==> config.mk <==
export PLATFORM = sky130hd
export DESIGN_NAME = pmra_results_alert
export DESIGN_NICKNAME = d
export VERILOG_FILES = /design/src/rtl/pmra_pkg.sv /design/src/rtl/pmra_limit_cmp.sv /design/src/rtl/pmra_results_alert.sv
export SDC_FILE = /design/constraint.sdc
export NUM_CORES = 1
export LEC_CHECK = 0
export ABC_AREA = 0
export BUFFER_PORTS_ARGS = -buffer_cell sky130_fd_sc_hd__clkbuf_2
export CAP_MARGIN = 20
export CORE_AREA = 2 2 125 127
export CTS_CLUSTER_DIAMETER = 100
export DETAILED_ROUTE_END_ITERATION = 6
export DIE_AREA = 0 0 127 129
export MAX_ROUTING_LAYER = met4
export PLACE_DENSITY = 0.84
export SETUP_SLACK_MARGIN = 0.05
export SYNTH_ARGS = -nofsm -noshare
export SYNTH_HDL_FRONTEND = slang
export SYNTH_HIERARCHICAL = 1
export SYNTH_SLANG_ARGS = --single-unit
==> constraint.sdc <==
create_clock -name ref_clk -period 4.3 [get_ports ref_clk]
set_input_delay 0.215 -clock ref_clk [delete_from_list [all_inputs] [get_ports ref_clk]]
set_output_delay 0.215 -clock ref_clk [all_outputs]
set_load 0.02 [all_outputs]
==> src/rtl/pmra_pkg.sv <==
//------------------------------------------------------------------------------
// power monitor results and alert: shared constants and types
//------------------------------------------------------------------------------
package pmra_pkg;

   //---------------------------------------------------------------------------
   // register access
   //---------------------------------------------------------------------------
   localparam int ADDR_W = 5;
   localparam int DATA_W = 24;
   localparam int WR_W   = 16;

   localparam logic [ADDR_W-1:0] OFS_ADC_CONFIG = 5'h01;
   localparam logic [ADDR_W-1:0] OFS_DIE_TEMP   = 5'h06;
   localparam logic [ADDR_W-1:0] OFS_CURRENT    = 5'h07;
   localparam logic [ADDR_W-1:0] OFS_POWER      = 5'h08;
   localparam logic [ADDR_W-1:0] OFS_DIAG       = 5'h0b;

   //---------------------------------------------------------------------------
   // field positions
   //---------------------------------------------------------------------------
   localparam int TEMP_W         = 12;
   localparam int TEMP_LSB       = 4;
   localparam int MODE_LSB       = 12;
   localparam int MODE_W         = 4;
   localparam int CFG_LSB        = 12;
   localparam int BIT_OVF        = 9;
   localparam int LIM_LSB        = 2;
   localparam int LIM_N          = 6;
   localparam int BIT_CONV_DONE  = 1;
   localparam int BIT_TRIM_OK    = 0;

   // index of each flag inside the limit flag vector
   localparam int LIM_TEMP_OVER   = 5;
   localparam int LIM_SHUNT_OVER  = 4;
   localparam int LIM_SHUNT_UNDER = 3;
   localparam int LIM_BUS_OVER    = 2;
   localparam int LIM_BUS_UNDER   = 1;
   localparam int LIM_POWER_OVER  = 0;

   localparam logic [MODE_W-1:0] MODE_TRIG_MIN = 4'h1;
   localparam logic [MODE_W-1:0] MODE_TRIG_MAX = 4'h7;

   //---------------------------------------------------------------------------
   // reset values
   //---------------------------------------------------------------------------
   localparam logic [15:0]       DIAG_RESET    = 16'h0001;
   localparam logic [TEMP_W-1:0] TEMP_RESET    = 12'h000;
   localparam logic [15:0]       CURRENT_RESET = 16'h0000;
   localparam logic [23:0]       POWER_RESET   = 24'h00_0000;

   //---------------------------------------------------------------------------
   // carriers
   //---------------------------------------------------------------------------
   typedef struct packed {
      logic [TEMP_W-1:0] temp;
      logic [15:0]       shunt;
      logic [15:0]       bus;
      logic [15:0]       current;
      logic [23:0]       power;
   } pmra_meas_t;

   typedef struct packed {
      logic [TEMP_W-1:0] temp;
      logic [15:0]       shuntOver;
      logic [15:0]       shuntUnder;
      logic [14:0]       busOver;
      logic [14:0]       busUnder;
      logic [23:0]       power;
   } pmra_limits_t;

   typedef struct packed {
      logic              rdEn;
      logic              wrEn;
      logic [ADDR_W-1:0] addr;
      logic [WR_W-1:0]   wrData;
   } pmra_reg_req_t;

   typedef struct packed {
      logic latchSelect;
      logic readyOnAlertEnable;
      logic averagedCompareSelect;
      logic alertPolarity;
   } pmra_cfg_t;

   typedef struct packed {
      pmra_cfg_t         cfg;
      logic [LIM_N-1:0]  limFlags;
      logic              convDoneFlag;
      logic              arithOverflowFlag;
      logic              trimMemoryOk;
      logic [TEMP_W-1:0] dieTempField;
      logic [15:0]       current;
      logic [23:0]       power;
      logic [DATA_W-1:0] rdData;
      logic              rdValid;
      logic              alertOe;
      logic              convStart;
   } pmra_state_t;

endpackage : pmra_pkg

==> src/rtl/pmra_limit_cmp.sv <==
`timescale 1ns/1ps
`default_nettype none

module pmra_limit_cmp #(
   parameter int W         = 16,
   parameter bit IS_SIGNED = 1'b1,
   parameter bit IS_OVER   = 1'b1
) (
   // operands
   input  wire logic [W-1:0] value,
   input  wire logic [W-1:0] limit,
   // result
   output logic              hit
);

   logic greater;
   logic less;

   always_comb begin
      if (IS_SIGNED) begin
         greater = $signed(value) > $signed(limit);
         less    = $signed(value) < $signed(limit);
      end else begin
         greater = value > limit;
         less    = value < limit;
      end
      hit = IS_OVER ? greater : less;
   end

endmodule // pmra_limit_cmp

`default_nettype wire

==> src/rtl/pmra_results_alert.sv <==
//------------------------------------------------------------------------------
// Overview of operation
// - die temperature sits in bits 15-4, signed, 125 mC per count, bits 3-0 zero
// - current result is a 16-bit signed read-only register
// - power result is a 24-bit unsigned read-only register
// - transparent mode: flags and alert follow the latest comparison
// - latched mode: flags and alert hold until diagnostic read, which clears them
// - ready-on-alert enable lets conversion done drive the alert
// - averaged-compare select picks raw or averaged values for limit checks
// - polarity bit: zero active low, one active high, open drain
// - arithmetic overflow sets the overflow flag
// - overflow flag holds until a new triggered conversion; reads keep it
// - temperature above its limit sets the over-temperature flag
// - shunt above its over limit sets the shunt over flag
// - shunt below its under limit sets the shunt under flag
// - bus above its over limit sets the bus over flag
// - bus below its under limit sets the bus under flag
// - power above its limit sets the power over flag
// - conversion end sets done flag; latched read or trigger clears it
// - trim memory ok resets to one, falls to zero on checksum error
// - diagnostic bits 11, 10 and 8 read zero
// - writing a triggered mode starts one conversion, clearing dependent flags
// - temperature limit compares directly with the temperature field
//------------------------------------------------------------------------------
`timescale 1ns/1ps
`default_nettype none

module pmra_results_alert
   import pmra_pkg::*;
(
   // clock and reset
   input  wire logic                ref_clk,
   input  wire logic                rst_n,
   // register access from the serial front end
   input  wire pmra_reg_req_t       regReq,
   output logic [DATA_W-1:0]        regRdData,
   output logic                     regRdValid,
   // conversion engine
   input  wire logic                rawValid,
   input  wire pmra_meas_t          rawMeas,
   input  wire logic                avgValid,
   input  wire pmra_meas_t          avgMeas,
   input  wire logic                arithOverflow,
   input  wire logic                trimChecksumError,
   output logic                     convStart,
   // thresholds
   input  wire pmra_limits_t        limits,
   // alert pin, open drain
   output logic                     alertOut,
   output logic                     alertOe
);

   //---------------------------------------------------------------------------
   // reset release
   //---------------------------------------------------------------------------
   logic rstMeta;
   logic rstSyncN;

   always_ff @(posedge ref_clk or negedge rst_n) begin
      if (!rst_n) begin
         rstMeta  <= 1'b0;
         rstSyncN <= 1'b0;
      end else begin
         rstMeta  <= 1'b1;
         rstSyncN <= rstMeta;
      end
   end

   //---------------------------------------------------------------------------
   // limit comparison
   //---------------------------------------------------------------------------
   pmra_state_t      st;
   pmra_state_t      next_st;
   pmra_meas_t       cmpMeas;
   logic             cmpStrobe;
   logic [LIM_N-1:0] viol;

   // averaged select holds off comparison until averaging completes
   assign cmpStrobe = st.cfg.averagedCompareSelect ? avgValid : rawValid;
   assign cmpMeas   = st.cfg.averagedCompareSelect ? avgMeas : rawMeas;

   pmra_limit_cmp #(.W(TEMP_W), .IS_SIGNED(1'b1), .IS_OVER(1'b1)) u_temp_over (
      .value (cmpMeas.temp),
      .limit (limits.temp),
      .hit   (viol[LIM_TEMP_OVER])
   );
   pmra_limit_cmp #(.W(16), .IS_SIGNED(1'b1), .IS_OVER(1'b1)) u_shunt_over (
      .value (cmpMeas.shunt),
      .limit (limits.shuntOver),
      .hit   (viol[LIM_SHUNT_OVER])
   );
   pmra_limit_cmp #(.W(16), .IS_SIGNED(1'b1), .IS_OVER(1'b0)) u_shunt_under (
      .value (cmpMeas.shunt),
      .limit (limits.shuntUnder),
      .hit   (viol[LIM_SHUNT_UNDER])
   );
   pmra_limit_cmp #(.W(16), .IS_SIGNED(1'b0), .IS_OVER(1'b1)) u_bus_over (
      .value (cmpMeas.bus),
      .limit ({1'b0, limits.busOver}),
      .hit   (viol[LIM_BUS_OVER])
   );
   pmra_limit_cmp #(.W(16), .IS_SIGNED(1'b0), .IS_OVER(1'b0)) u_bus_under (
      .value (cmpMeas.bus),
      .limit ({1'b0, limits.busUnder}),
      .hit   (viol[LIM_BUS_UNDER])
   );
   pmra_limit_cmp #(.W(24), .IS_SIGNED(1'b0), .IS_OVER(1'b1)) u_power_over (
      .value (cmpMeas.power),
      .limit (limits.power),
      .hit   (viol[LIM_POWER_OVER])
   );

   //---------------------------------------------------------------------------
   // register decode
   //---------------------------------------------------------------------------
   logic              rdDiag;
   logic              wrDiag;
   logic              trigStart;
   logic [MODE_W-1:0] wrMode;

   assign wrMode = regReq.wrData[MODE_LSB +: MODE_W];
   assign rdDiag = regReq.rdEn && (regReq.addr == OFS_DIAG);
   assign wrDiag = regReq.wrEn && (regReq.addr == OFS_DIAG);
   assign trigStart = regReq.wrEn && (regReq.addr == OFS_ADC_CONFIG) &&
                      (wrMode >= MODE_TRIG_MIN) && (wrMode <= MODE_TRIG_MAX);

   function automatic logic [15:0] diag_word(input pmra_state_t s);
      logic [15:0] w;
      w                         = 16'h0000;
      w[CFG_LSB +: 4]           = s.cfg;
      w[BIT_OVF]                = s.arithOverflowFlag;
      w[LIM_LSB +: LIM_N]       = s.limFlags;
      w[BIT_CONV_DONE]          = s.convDoneFlag;
      w[BIT_TRIM_OK]            = s.trimMemoryOk;
      return w;
   endfunction

   //---------------------------------------------------------------------------
   // next state
   //---------------------------------------------------------------------------
   logic alertActive;

   always_comb begin
      next_st           = st;
      next_st.convStart = trigStart;

      if (wrDiag) begin
         next_st.cfg = regReq.wrData[CFG_LSB +: 4];
      end

      // limit flags: a new violation wins over a read clear
      if (st.cfg.latchSelect) begin
         next_st.limFlags = (st.limFlags & ~{LIM_N{rdDiag}}) |
                            (cmpStrobe ? viol : {LIM_N{1'b0}});
      end else if (cmpStrobe) begin
         next_st.limFlags = viol;
      end

      next_st.convDoneFlag = (st.convDoneFlag &
                              ~(trigStart | (st.cfg.latchSelect & rdDiag))) |
                             avgValid;

      next_st.arithOverflowFlag = (st.arithOverflowFlag & ~trigStart) |
                                  arithOverflow;

      next_st.trimMemoryOk = st.trimMemoryOk & ~trimChecksumError;

      if (avgValid) begin
         next_st.dieTempField = avgMeas.temp;
         next_st.current      = avgMeas.current;
         next_st.power        = avgMeas.power;
      end

      next_st.rdValid = regReq.rdEn;
      if (!regReq.rdEn) begin
         next_st.rdData = st.rdData;
      end else if (regReq.addr == OFS_DIE_TEMP) begin
         next_st.rdData = {8'h00, st.dieTempField, 4'h0};
      end else if (regReq.addr == OFS_CURRENT) begin
         next_st.rdData = {8'h00, st.current};
      end else if (regReq.addr == OFS_POWER) begin
         next_st.rdData = st.power;
      end else if (regReq.addr == OFS_DIAG) begin
         next_st.rdData = {8'h00, diag_word(st)};
      end else begin
         next_st.rdData = 24'h00_0000;
      end

      alertActive = (|next_st.limFlags) |
                    (next_st.cfg.readyOnAlertEnable & next_st.convDoneFlag);
      // open drain: active low pulls while active, active high pulls while idle
      next_st.alertOe = alertActive ^ next_st.cfg.alertPolarity;
   end

   //---------------------------------------------------------------------------
   // state register
   //---------------------------------------------------------------------------
   always_ff @(posedge ref_clk or negedge rstSyncN) begin
      if (!rstSyncN) begin
         st              <= '0;
         st.cfg          <= DIAG_RESET[CFG_LSB +: 4];
         st.trimMemoryOk <= DIAG_RESET[BIT_TRIM_OK];
         st.dieTempField <= TEMP_RESET;
         st.current      <= CURRENT_RESET;
         st.power        <= POWER_RESET;
      end else begin
         st <= next_st;
      end
   end

   assign regRdData  = st.rdData;
   assign regRdValid = st.rdValid;
   assign convStart  = st.convStart;
   assign alertOe    = st.alertOe;

   // the pin is only ever pulled low; the level itself is a constant flop
   logic alertLevel;
   always_ff @(posedge ref_clk or negedge rstSyncN) begin
      if (!rstSyncN) begin
         alertLevel <= 1'b0;
      end else begin
         alertLevel <= 1'b0;
      end
   end
   assign alertOut = alertLevel;

   logic activeNow;
   assign activeNow = (|st.limFlags) | (st.cfg.readyOnAlertEnable & st.convDoneFlag);
endmodule // pmra_results_alert

`default_nettype wire

After elaboration in Yosys (flattened, before gate mapping)
Cells that the tools add are included.

storage, ports and cells
  output and inout port bits = 28
  bits in registers = 94

operators by class
  magnitude comparators = 8
  muxes and demuxes = 10
  reduce and logical (&&, ||, !) cells = 6
  bitwise logic cells = 16
  eq/ne operators = 5

operators with widths
  kind                                                                                  count
  84-bit two-way mux                                                                    1
  24-bit two-way mux                                                                    3
  24-bit > comparator                                                                   1
  6-bit two-way mux                                                                     3
  16-bit by 15-bit > comparator with 1-bit output                                       1
  16-bit > comparator                                                                   1
  16-bit by 15-bit less-than comparator with 1-bit output                               1
  16-bit less-than comparator                                                           1
  16-bit two-way mux                                                                    1
  12-bit > comparator                                                                   1
  5-bit by 3-bit equality test with 1-bit output (second input constant)                2
  5-bit by 4-bit equality test with 1-bit output (second input constant)                2
  6-bit bitwise AND                                                                     1
  6-bit NOT                                                                             1
  6-bit OR                                                                              1
  6-bit OR reduction                                                                    1
  1-bit bitwise AND                                                                     5
  5-bit by 1-bit equality test with 1-bit output (second input constant)                1
  1-bit logical AND                                                                     5
  4-bit by 1-bit greater-or-equal comparator with 1-bit output (second input constant)  1
  4-bit by 3-bit <= comparator with 1-bit output (second input constant)                1
  1-bit OR                                                                              4
  3-bit two-way mux                                                                     1
  1-bit NOT                                                                             3
  2 further kinds                                                                       2

Longest topological paths before layout
Gate-level depths: netlist of run 1.

  depth after elaboration = 11
  gate-level depth with buffers = 14
  depth with buffers taken out = 12

Hierarchy
The synthesis of run 1 kept the hierarchy.

by module, submodules not included
  module                           area an instance (sq um)  instances  cells an instance
  pmra_results_alert               4833.4                    1          403
  pmra_limit_cmp at u_power_over   628.1                     1          82
  pmra_limit_cmp at u_shunt_over   416.6                     1          58
  pmra_limit_cmp at u_bus_over     406.6                     1          56
  pmra_limit_cmp at u_shunt_under  380.4                     1          50
  pmra_limit_cmp at u_bus_under    375.4                     1          52
  pmra_limit_cmp at u_temp_over    330.3                     1          41

Worst setup path before layout of run 1
Ideal clock, no wire load.

  path type = reg2reg
  start point = register st[89] (netlist bit)
  end point = register st, in the netlist alertOe
  arrival = 3.234 ns
  cell stages (with the launch flop) = 13
  clock period less this slack = 3.314 ns
  data required time = 4.220 ns
  slack = 0.986 ns
  buffers on the path = 2
  cell sequence = dfrtp_1 clkbuf_1 clkbuf_1 mux2_2 ha_1 a21oi_1 nand2_1 a221o_1 o31a_1 nor4_1 nand2_1 a222oi_1 xnor2_1

RTL lines
  what                      RTL line                   source
  start: declaration        pmra_results_alert.sv:72   pmra_state_t st;
  start signal: assignment  pmra_results_alert.sv:207  st <= next_st;

==> key figures, run 1 <==
Outcome
  • Outcome: finished clean

STA
  • Slew of the pin with the lowest slew margin: 0.9249 ns
  • Hold violation count in the final report: 0
  • Fin Setup TNS: 0 ns
  • Period Utilization, post-route: 0.8803
  • Clock Skew: 0.005566 ns
  • Minimum setup slack in the final design: 0.5147 ns
  • Max_slew headroom: 0.3834
  • Post-layout min period: 3.785 ns
  • Final Slew Violations: 0
  • Endpoints failing setup: 0
  • Fmax: 264.2 MHz
  • Setup repair after global routing missed its margin: false

Critical path
  • Required time of the critical path: 4.56 ns
  • Worst r2r dst: alertOe
  • Register-to-Register Setup Slack: 0.51 ns
  • Crit. Startpoint: st[89]
  • Kind of cell adding the most delay to the critical path: compound AO/OA/AOI/OAI gates
  • Startpoint class of the critical path: register
  • Max FO, Critical Path: 39
  • Critical Path Sink Type: register
  • R2R depth: 11
  • Cells traversed along the worst timing path: buf_12, mux2_2, ha_1, a21oi_1, nand2_1, a221o_1, o31a_1, nor4_1, nand2_1, a222oi_1, xnor2_1
  • Critical Setup Path Class: reg -> reg
  • Levels on crit path: 11
  • CP max-delay cell: sky130_fd_sc_hd__dfrtp_4
  • Worst path bufs/invs: 1
  • Most numerous cell on the critical path: sky130_fd_sc_hd__nand2_1
  • Biggest cell delay along the critical path: 0.82 ns
  • R2r startpoint: st[89]
  • Crit path DAT: 4.05 ns

Finish
  • Number of inserted diodes: 0
  • Design area: 9169 sq um
  • Footprint of the multi-input gates: 4320 sq um
  • Area growth from synthesis to final layout: 24.39%
  • Share of cells above drive strength 1: 0.4554
  • Fillcell total: 1321
  • Flip-flop and latch area: 2361 sq um
  • Layout Nets: 1396

CTS
  • Clock tree from TritonCTS: yes
  • Clk Tree Root Cell: sky130_fd_sc_hd__clkbuf_16
  • Clock latency of the later-clocked register in the worst-skew pair: 0.34 ns
  • Number of CTS-inserted buffers: 9
  • Sink Count: 94
  • CTS clock-pin slew for the worst setup and hold paths: 0.07 ns
  • Maximum level of the CTS H-tree: 3
  • Number of setup buffers added after CTS: 0
  • Deepest clock path buffer count: 2

Yosys
  • Synth Instances: 742
  • Cell Area, Synth: 7371 sq um
  • Number of flops mapped to enable cells by yosys: 0
  • Primary flip-flop cell chosen by synthesis mapping: sky130_fd_sc_hd__dfrtp_1
  • FF+latch count, synth: 94
  • Async set-reset flop share out of synthesis: 1.000
  • Number of synthesis warnings: 6
  • Synth unique cells: 65
  • Avg Inst Size Synth: 9.934 sq um
  • Sequential element share of the synthesized area: 0.3193

Global routing
  • Pin count of the biggest net entering global routing: 54
  • Grt ovf: 0
  • Total global-route track usage: 0.2429
  • Vias in the first global route: 6379
  • Wire length of the first global-routing pass: 30.68 mm
  • Antenna violations before repair: 0

Worst hold path
  • Worst hold path depth: 2
  • Worst Hold Endpoint: st[80]
  • Hold WC Path Type: in -> reg
  • Worst Min Path Start: arithOverflow

Floorplan
  • Die span in y: 129 um
  • Starting Density: 0.4921
  • Die width: 127 um
  • DIE AREA: 16380 sq um
  • Num ports: 323
  • Floorplan core area: 14980 sq um
  • FP Rows: 45

Placement
  • Post-placement setup slack: 0.5567 ns
  • DPL Wire Length: 15.79 mm
  • Global placement routability congestion: 0.9096
  • Cell Area, Placed: 8850 sq um
  • Number of port buffers: 293

Route
  • Average wire per standard cell: 16.12 um
  • Routed vias: 6339
  • Count of antenna-violating nets left after detailed routing: 0
  • Router iterations before antenna repair: 5
  • Drt drc: 0
  • Via count normalized by instance count: 5.300
  • Detailed router's first-iteration violation count: 331
  • WL final: 19.28 mm

Power and ir drop
  • Maximum resistive drop on vdd: 0.2270 mV
  • P_leak: 4.906 nW
  • Areal power density over the cells: 304.4 nW/um^2

Flow run
  • Count of maximum capacitance violations: 0
==> worst max path at each step <==
stage / to / slack [ns]
4_1_cts: alertOe / 0.54
3_3_place_gp: alertOe / 0.62
3_5_place_dp: alertOe / 0.56
6_report: alertOe / 0.51
5_1_grt: alertOe / 0.25
2_1_floorplan: alertOe / 0.99
==> cells in the final DEF (no fill, tap or decap), types with 3 or more instances in the layout <==
cell type	count
sky130_fd_sc_hd__o31ai_1	3
sky130_fd_sc_hd__mux2_2	124
sky130_fd_sc_hd__dfrtp_1	91
sky130_fd_sc_hd__clkbuf_2	293
sky130_fd_sc_hd__nand2_1	16
sky130_fd_sc_hd__nor2b_1	5
sky130_fd_sc_hd__nor3_1	4
sky130_fd_sc_hd__a22oi_1	3
sky130_fd_sc_hd__a2111oi_0	3
sky130_fd_sc_hd__o21ai_0	15
sky130_fd_sc_hd__a22o_1	6
sky130_fd_sc_hd__clkbuf_16	9
sky130_fd_sc_hd__buf_4	3
sky130_fd_sc_hd__ha_1	98
sky130_fd_sc_hd__mux2i_1	13
sky130_fd_sc_hd__a21o_1	11
sky130_fd_sc_hd__a222oi_1	5
sky130_fd_sc_hd__nand4_1	16
sky130_fd_sc_hd__a221oi_1	10
sky130_fd_sc_hd__nand3_1	15
sky130_fd_sc_hd__nand2b_1	3
sky130_fd_sc_hd__conb_1	4
sky130_fd_sc_hd__a21oi_1	47
sky130_fd_sc_hd__inv_1	113
sky130_fd_sc_hd__nor2_1	37
==> through the flow <==
step           power, mW  hold WS (ns)    util  instances
3_5_place_dp       2.010      0.008619  0.5909       1178
3_3_place_gp       1.981      0.001145  0.5909       1178
4_1_cts            2.813       0.04652  0.6122       1196
6_report           2.791       0.05752  0.6122       1196
5_1_grt            2.976       0.05023  0.6122       1196
2_1_floorplan      1.711      -0.08059       -        744
==> report_power, final <==
part	leakage (nW)	switching [mW]	internal (mW)
Clock	0.146	0.337	0.452
Combinational	3.64	0.436	0.480
Sequential	1.12	0.102	0.984
==> final cells by class <==
cell class,instances,area share
multi-input cells,486,0.4712
well taps,188,0.02566
flip-flops and latches,94,0.2575
clock buffers,9,0.02456
clock inverters,7,0.008051
repair buffers,299,0.1668
inverters,113,0.04626
==> timing repair <==
action | 4_1_cts | 5_1_grt
hold buffers | 2 | 0
gates resized for setup | 0 | 0
endpoints found under the setup margin | 0 | 0
endpoints found under the hold margin | 3 | 0
==> state kept, by name (all words and copies together), names as in the netlist <==
register,count
regRdValid,1
regRdData,24
alertOe,1
rstSyncN,1
rstMeta,1
convStart,1
st,65
==> synth_stat cells, types with 11 or more instances <==
master | n | share of area
sky130_fd_sc_hd__dfrtp_1 | 93 | 0.32
sky130_fd_sc_hd__a21oi_1 | 47 | 0.032
sky130_fd_sc_hd__nor2_1 | 37 | 0.019
sky130_fd_sc_hd__a21o_1 | 11 | 0.011
sky130_fd_sc_hd__mux2_2 | 124 | 0.19
sky130_fd_sc_hd__mux2i_1 | 13 | 0.018
sky130_fd_sc_hd__nand4_1 | 16 | 0.014
sky130_fd_sc_hd__ha_1 | 98 | 0.17
sky130_fd_sc_hd__o21ai_0 | 15 | 0.010
sky130_fd_sc_hd__inv_1 | 113 | 0.058
sky130_fd_sc_hd__buf_4 | 25 | 0.025
sky130_fd_sc_hd__nand3_1 | 15 | 0.010
sky130_fd_sc_hd__nand2_1 | 16 | 0.0081
sky130_fd_sc_hd__clkbuf_1 | 19 | 0.0097
==> worst register-to-register path, cell delays in order (launching register included) <==
cell,delay (ns)
sky130_fd_sc_hd__dfrtp_4,0.82
sky130_fd_sc_hd__buf_12,0.29
sky130_fd_sc_hd__mux2_2,0.41
sky130_fd_sc_hd__ha_1,0.34
sky130_fd_sc_hd__a21oi_1,0.19
sky130_fd_sc_hd__nand2_1,0.08
sky130_fd_sc_hd__a221o_1,0.34
sky130_fd_sc_hd__o31a_1,0.33
sky130_fd_sc_hd__nor4_1,0.27
sky130_fd_sc_hd__nand2_1,0.09
sky130_fd_sc_hd__a222oi_1,0.38
sky130_fd_sc_hd__xnor2_1,0.16
==> per-layer routing <==
layer / global-route usage / share of wire / up-vias
met5: - / 0 / -
met4: 0.06917 / 0.018 / 0
met3: 0.03451 / 0.047 / 28
met2: 0.4086 / 0.49 / 206
met1: 0.3075 / 0.44 / 2974
li1: - / - / 3131
==> kinds of logic (layout without fill, tap and decap cells) <==
kind of cell	after synthesis	after routing	share of synthesized area
buffers and inverters	164	428	0.09625
muxes	137	137	0.2071
AOI/OAI and AO/OA	126	126	0.1181
and+or+nand+nor	120	120	0.09065
adders and majority gates	98	98	0.1664
DFF	94	94	0.3193
other	2	4	0.001019
xor gates and xnor gates	1	1	0.001188
Note: power is estimated with default switching activity, not from simulation.
==> run 2: changes to the inputs <==
--- a/config.mk
+++ b/config.mk
@@ -15,6 +15,7 @@
 export MAX_ROUTING_LAYER = met4
 export PLACE_DENSITY = 0.84
 export SETUP_SLACK_MARGIN = 0.05
+export SKIP_CTS_REPAIR_TIMING = 1
 export SYNTH_ARGS = -nofsm -noshare
 export SYNTH_HDL_FRONTEND = slang
 export SYNTH_HIERARCHICAL = 1
==> constraint.sdc (replaced) <==
create_clock -name ref_clk -period 4.3 [get_ports ref_clk]
set_input_delay 0.43 -clock ref_clk [delete_from_list [all_inputs] [get_ports ref_clk]]
set_output_delay 0.43 -clock ref_clk [all_outputs]
set_load 0.02 [all_outputs]
==> key figures, run 2 (synthesized netlist as in run 1, its figures left out) <==
Power and ir drop
  • Proportion of total power due to net switching: 0.3025 (-0.01093)
  • Reg power frac: 0.380 (-0.009)
  • P_leak: 4.913 nW (+0.13%)
  • Portion of total power attributed to combinational logic: 0.324 (-0.004)
  • Clk pwr share: 0.296 (+0.013)
  • Int Pwr: 1.987 mW (+3.7%)
  • Psw: 0.8620 mW (-1.5%)
  • Maximum resistive drop on vdd: 0.2566 mV (+13%)
  • Areal power density over the cells: 310.5 nW/um^2 (+2.0%)
  • Total Power: 2.849 mW (+2.1%)

Finish
  • Flip-flop and latch area: 2361 sq um (unchanged)
  • Number of flip-flops under the largest register name: 65 (unchanged)
  • Number of inserted diodes: 0 (unchanged)
  • Layout Nets: 1395 (-0.072%)
  • Fillcell total: 1304 (-1.3%)
  • Footprint of the multi-input gates: 4320 sq um (unchanged)
  • Area growth from synthesis to final layout: 24.49% (about the same)
  • Most common cell after layout, fill and taps aside: sky130_fd_sc_hd__clkbuf_2
  • Top reg by flops: st
  • Leading cell types in the layout, fill and taps excluded: 293 x sky130_fd_sc_hd__clkbuf_2, 124 x sky130_fd_sc_hd__mux2_2, 113 x sky130_fd_sc_hd__inv_1, 98 x sky130_fd_sc_hd__ha_1, 91 x sky130_fd_sc_hd__dfrtp_1
  • Final standard cell utilization of the core: 0.6127 (about the same)
  • Share of cells above drive strength 1: 0.4538 (-0.001534)

Worst hold path
  • Hold WC Path Type: in -> reg

CTS
  • Sink Count: 94 (unchanged)
  • Number of CTS-inserted buffers: 9 (unchanged)
  • Maximum level of the CTS H-tree: 3 (unchanged)
  • Clock tree from TritonCTS: yes
  • CTS clock-pin slew for the worst setup and hold paths: 0.06 ns (about the same)
  • Clk Tree Root Cell: sky130_fd_sc_hd__clkbuf_16
  • Deepest clock path buffer count: 2 (unchanged)
  • Clock latency of the later-clocked register in the worst-skew pair: 0.34 ns (about the same)

Placement
  • DPL Wire Length: 16.24 mm (+2.8%)
  • Global placement routability congestion: 0.9090 (about the same)
  • Post-placement setup slack: 0.6104 ns (+0.05373 ns)
  • Number of port buffers: 293 (unchanged)

Critical path
  • Max FO, Critical Path: 39 (unchanged)
  • CP max-delay cell: sky130_fd_sc_hd__dfrtp_4
  • Critical Setup Path Class: reg -> reg
  • Biggest cell delay along the critical path: 0.73 ns (-0.09 ns)
  • Worst path bufs/invs: 1 (unchanged)
  • Startpoint class of the critical path: register
  • Required time of the critical path: 4.55 ns (about the same)
  • Kind of cell adding the most delay to the critical path: compound AO/OA/AOI/OAI gates
  • Most numerous cell on the critical path: sky130_fd_sc_hd__nand2_1
  • Critical Path Sink Type: register
  • Cells traversed along the worst timing path: buf_12, mux2_2, ha_1, a21oi_1, nand2_1, a221o_1, o31a_1, nor4_1, nand2_1, a222oi_1, xnor2_1
  • Crit path DAT: 3.93 ns (-0.12 ns)

Floorplan
  • Die width: 127 um (unchanged)
  • DIE AREA: 16380 sq um (unchanged)
  • Starting Density: 0.4921 (unchanged)
  • FP Rows: 45 (unchanged)
  • Num ports: 323 (unchanged)
  • Floorplan core area: 14980 sq um (unchanged)
  • Die span in y: 129 um (unchanged)

STA
  • Max_slew headroom: 0.3472 (-0.03625)
  • Hold violation count in the final report: 0 (unchanged)
  • Fmax: 272.1 MHz (+3.0%)
  • Hold_ws: 0.2079 ns (+0.1504 ns)
  • Setup repair after global routing missed its margin: false
  • Post-layout min period: 3.675 ns (-0.1104 ns)
  • Fin Setup TNS: 0 ns (unchanged)
  • Clock Skew: 0.006032 ns (+0.0004654 ns)
  • Final Slew Violations: 0 (unchanged)
  • Minimum setup slack in the final design: 0.6251 ns (+0.1104 ns)
  • Period Utilization, post-route: 0.8546 (-0.02566)
  • Slew of the pin with the lowest slew margin: 0.9792 ns (+0.05438 ns)
  • Endpoints failing setup: 0 (unchanged)

Route
  • Average wire per standard cell: 16.58 um (+2.9%)
  • Drt drc: 0 (unchanged)
  • Count of antenna-violating nets left after detailed routing: 0 (unchanged)
  • Routed vias: 6379 (+0.63%)
  • Via count normalized by instance count: 5.338 (+0.72%)
  • Detailed router's first-iteration violation count: 309 (-6.6%)
  • Router iterations before antenna repair: 5 (unchanged)
  • WL final: 19.81 mm (+2.8%)

Global routing
  • Wire length of the first global-routing pass: 31.20 mm (+1.7%)
  • Pin count of the biggest net entering global routing: 55 (+1.9%)
  • Vias in the first global route: 6503 (+1.9%)
  • Total global-route track usage: 0.2487 (+0.005768)
  • Antenna violations before repair: 0 (unchanged)
  • Grt ovf: 0 (unchanged)

Flow run
  • Count of maximum capacitance violations: 0 (unchanged)

Outcome
  • Outcome: finished clean
## run 2: final cells by class
type                            instances  share of cell area
Timing Repair Buffer                  298              0.1655
Tap cell                              188             0.02563
Inverter                              113             0.04622
Clock buffer                           12             0.02686
Multi-Input combinational cell        486              0.4708
Clock inverter                          4            0.007636
Sequential cell                        94              0.2573
## run 2: final timing paths
check | startpoint | endpoint | slack (ns) | cells past startpoint
max reg2reg | st[89] | alertOe | 0.63 | 11
min in group asynchronous | rstSyncN | st[38] | 0.38 | 0
min reg2reg | rstMeta | rstSyncN | 0.35 | 0
min | trimChecksumError | st[79] | 0.21 | 2
max in group asynchronous | rstSyncN | st[89] | 2.90 | 1
max | st[89] | alertOe | 0.63 | 11
## run 2: power by group through the flow
stage                     logic (mW)  registers, mW  clock network [mW]
final                          0.922           1.08               0.844
after global routing            1.03           1.10               0.898
after CTS                      0.925           1.08               0.866
after detailed placement       0.917           1.10                   0
after global placement         0.888           1.09                   0
after floorplan                0.656           1.06                   0
## run 2: layer usage
metal  track usage  vias up  wire length [um]
li1              -     3133                 -
met1        0.3104     3018              8607
met2        0.4260      199              9940
met3       0.03493       29               892
met4       0.06658        0               374
met5             -        -                 0
## run 2: metrics by stage
step                area [sq um]  cells
floorplan                   7378    744
global placement            8850   1178
detailed placement          8850   1178
CTS                         9166   1194
global route                9176   1195
finish                      9176   1195
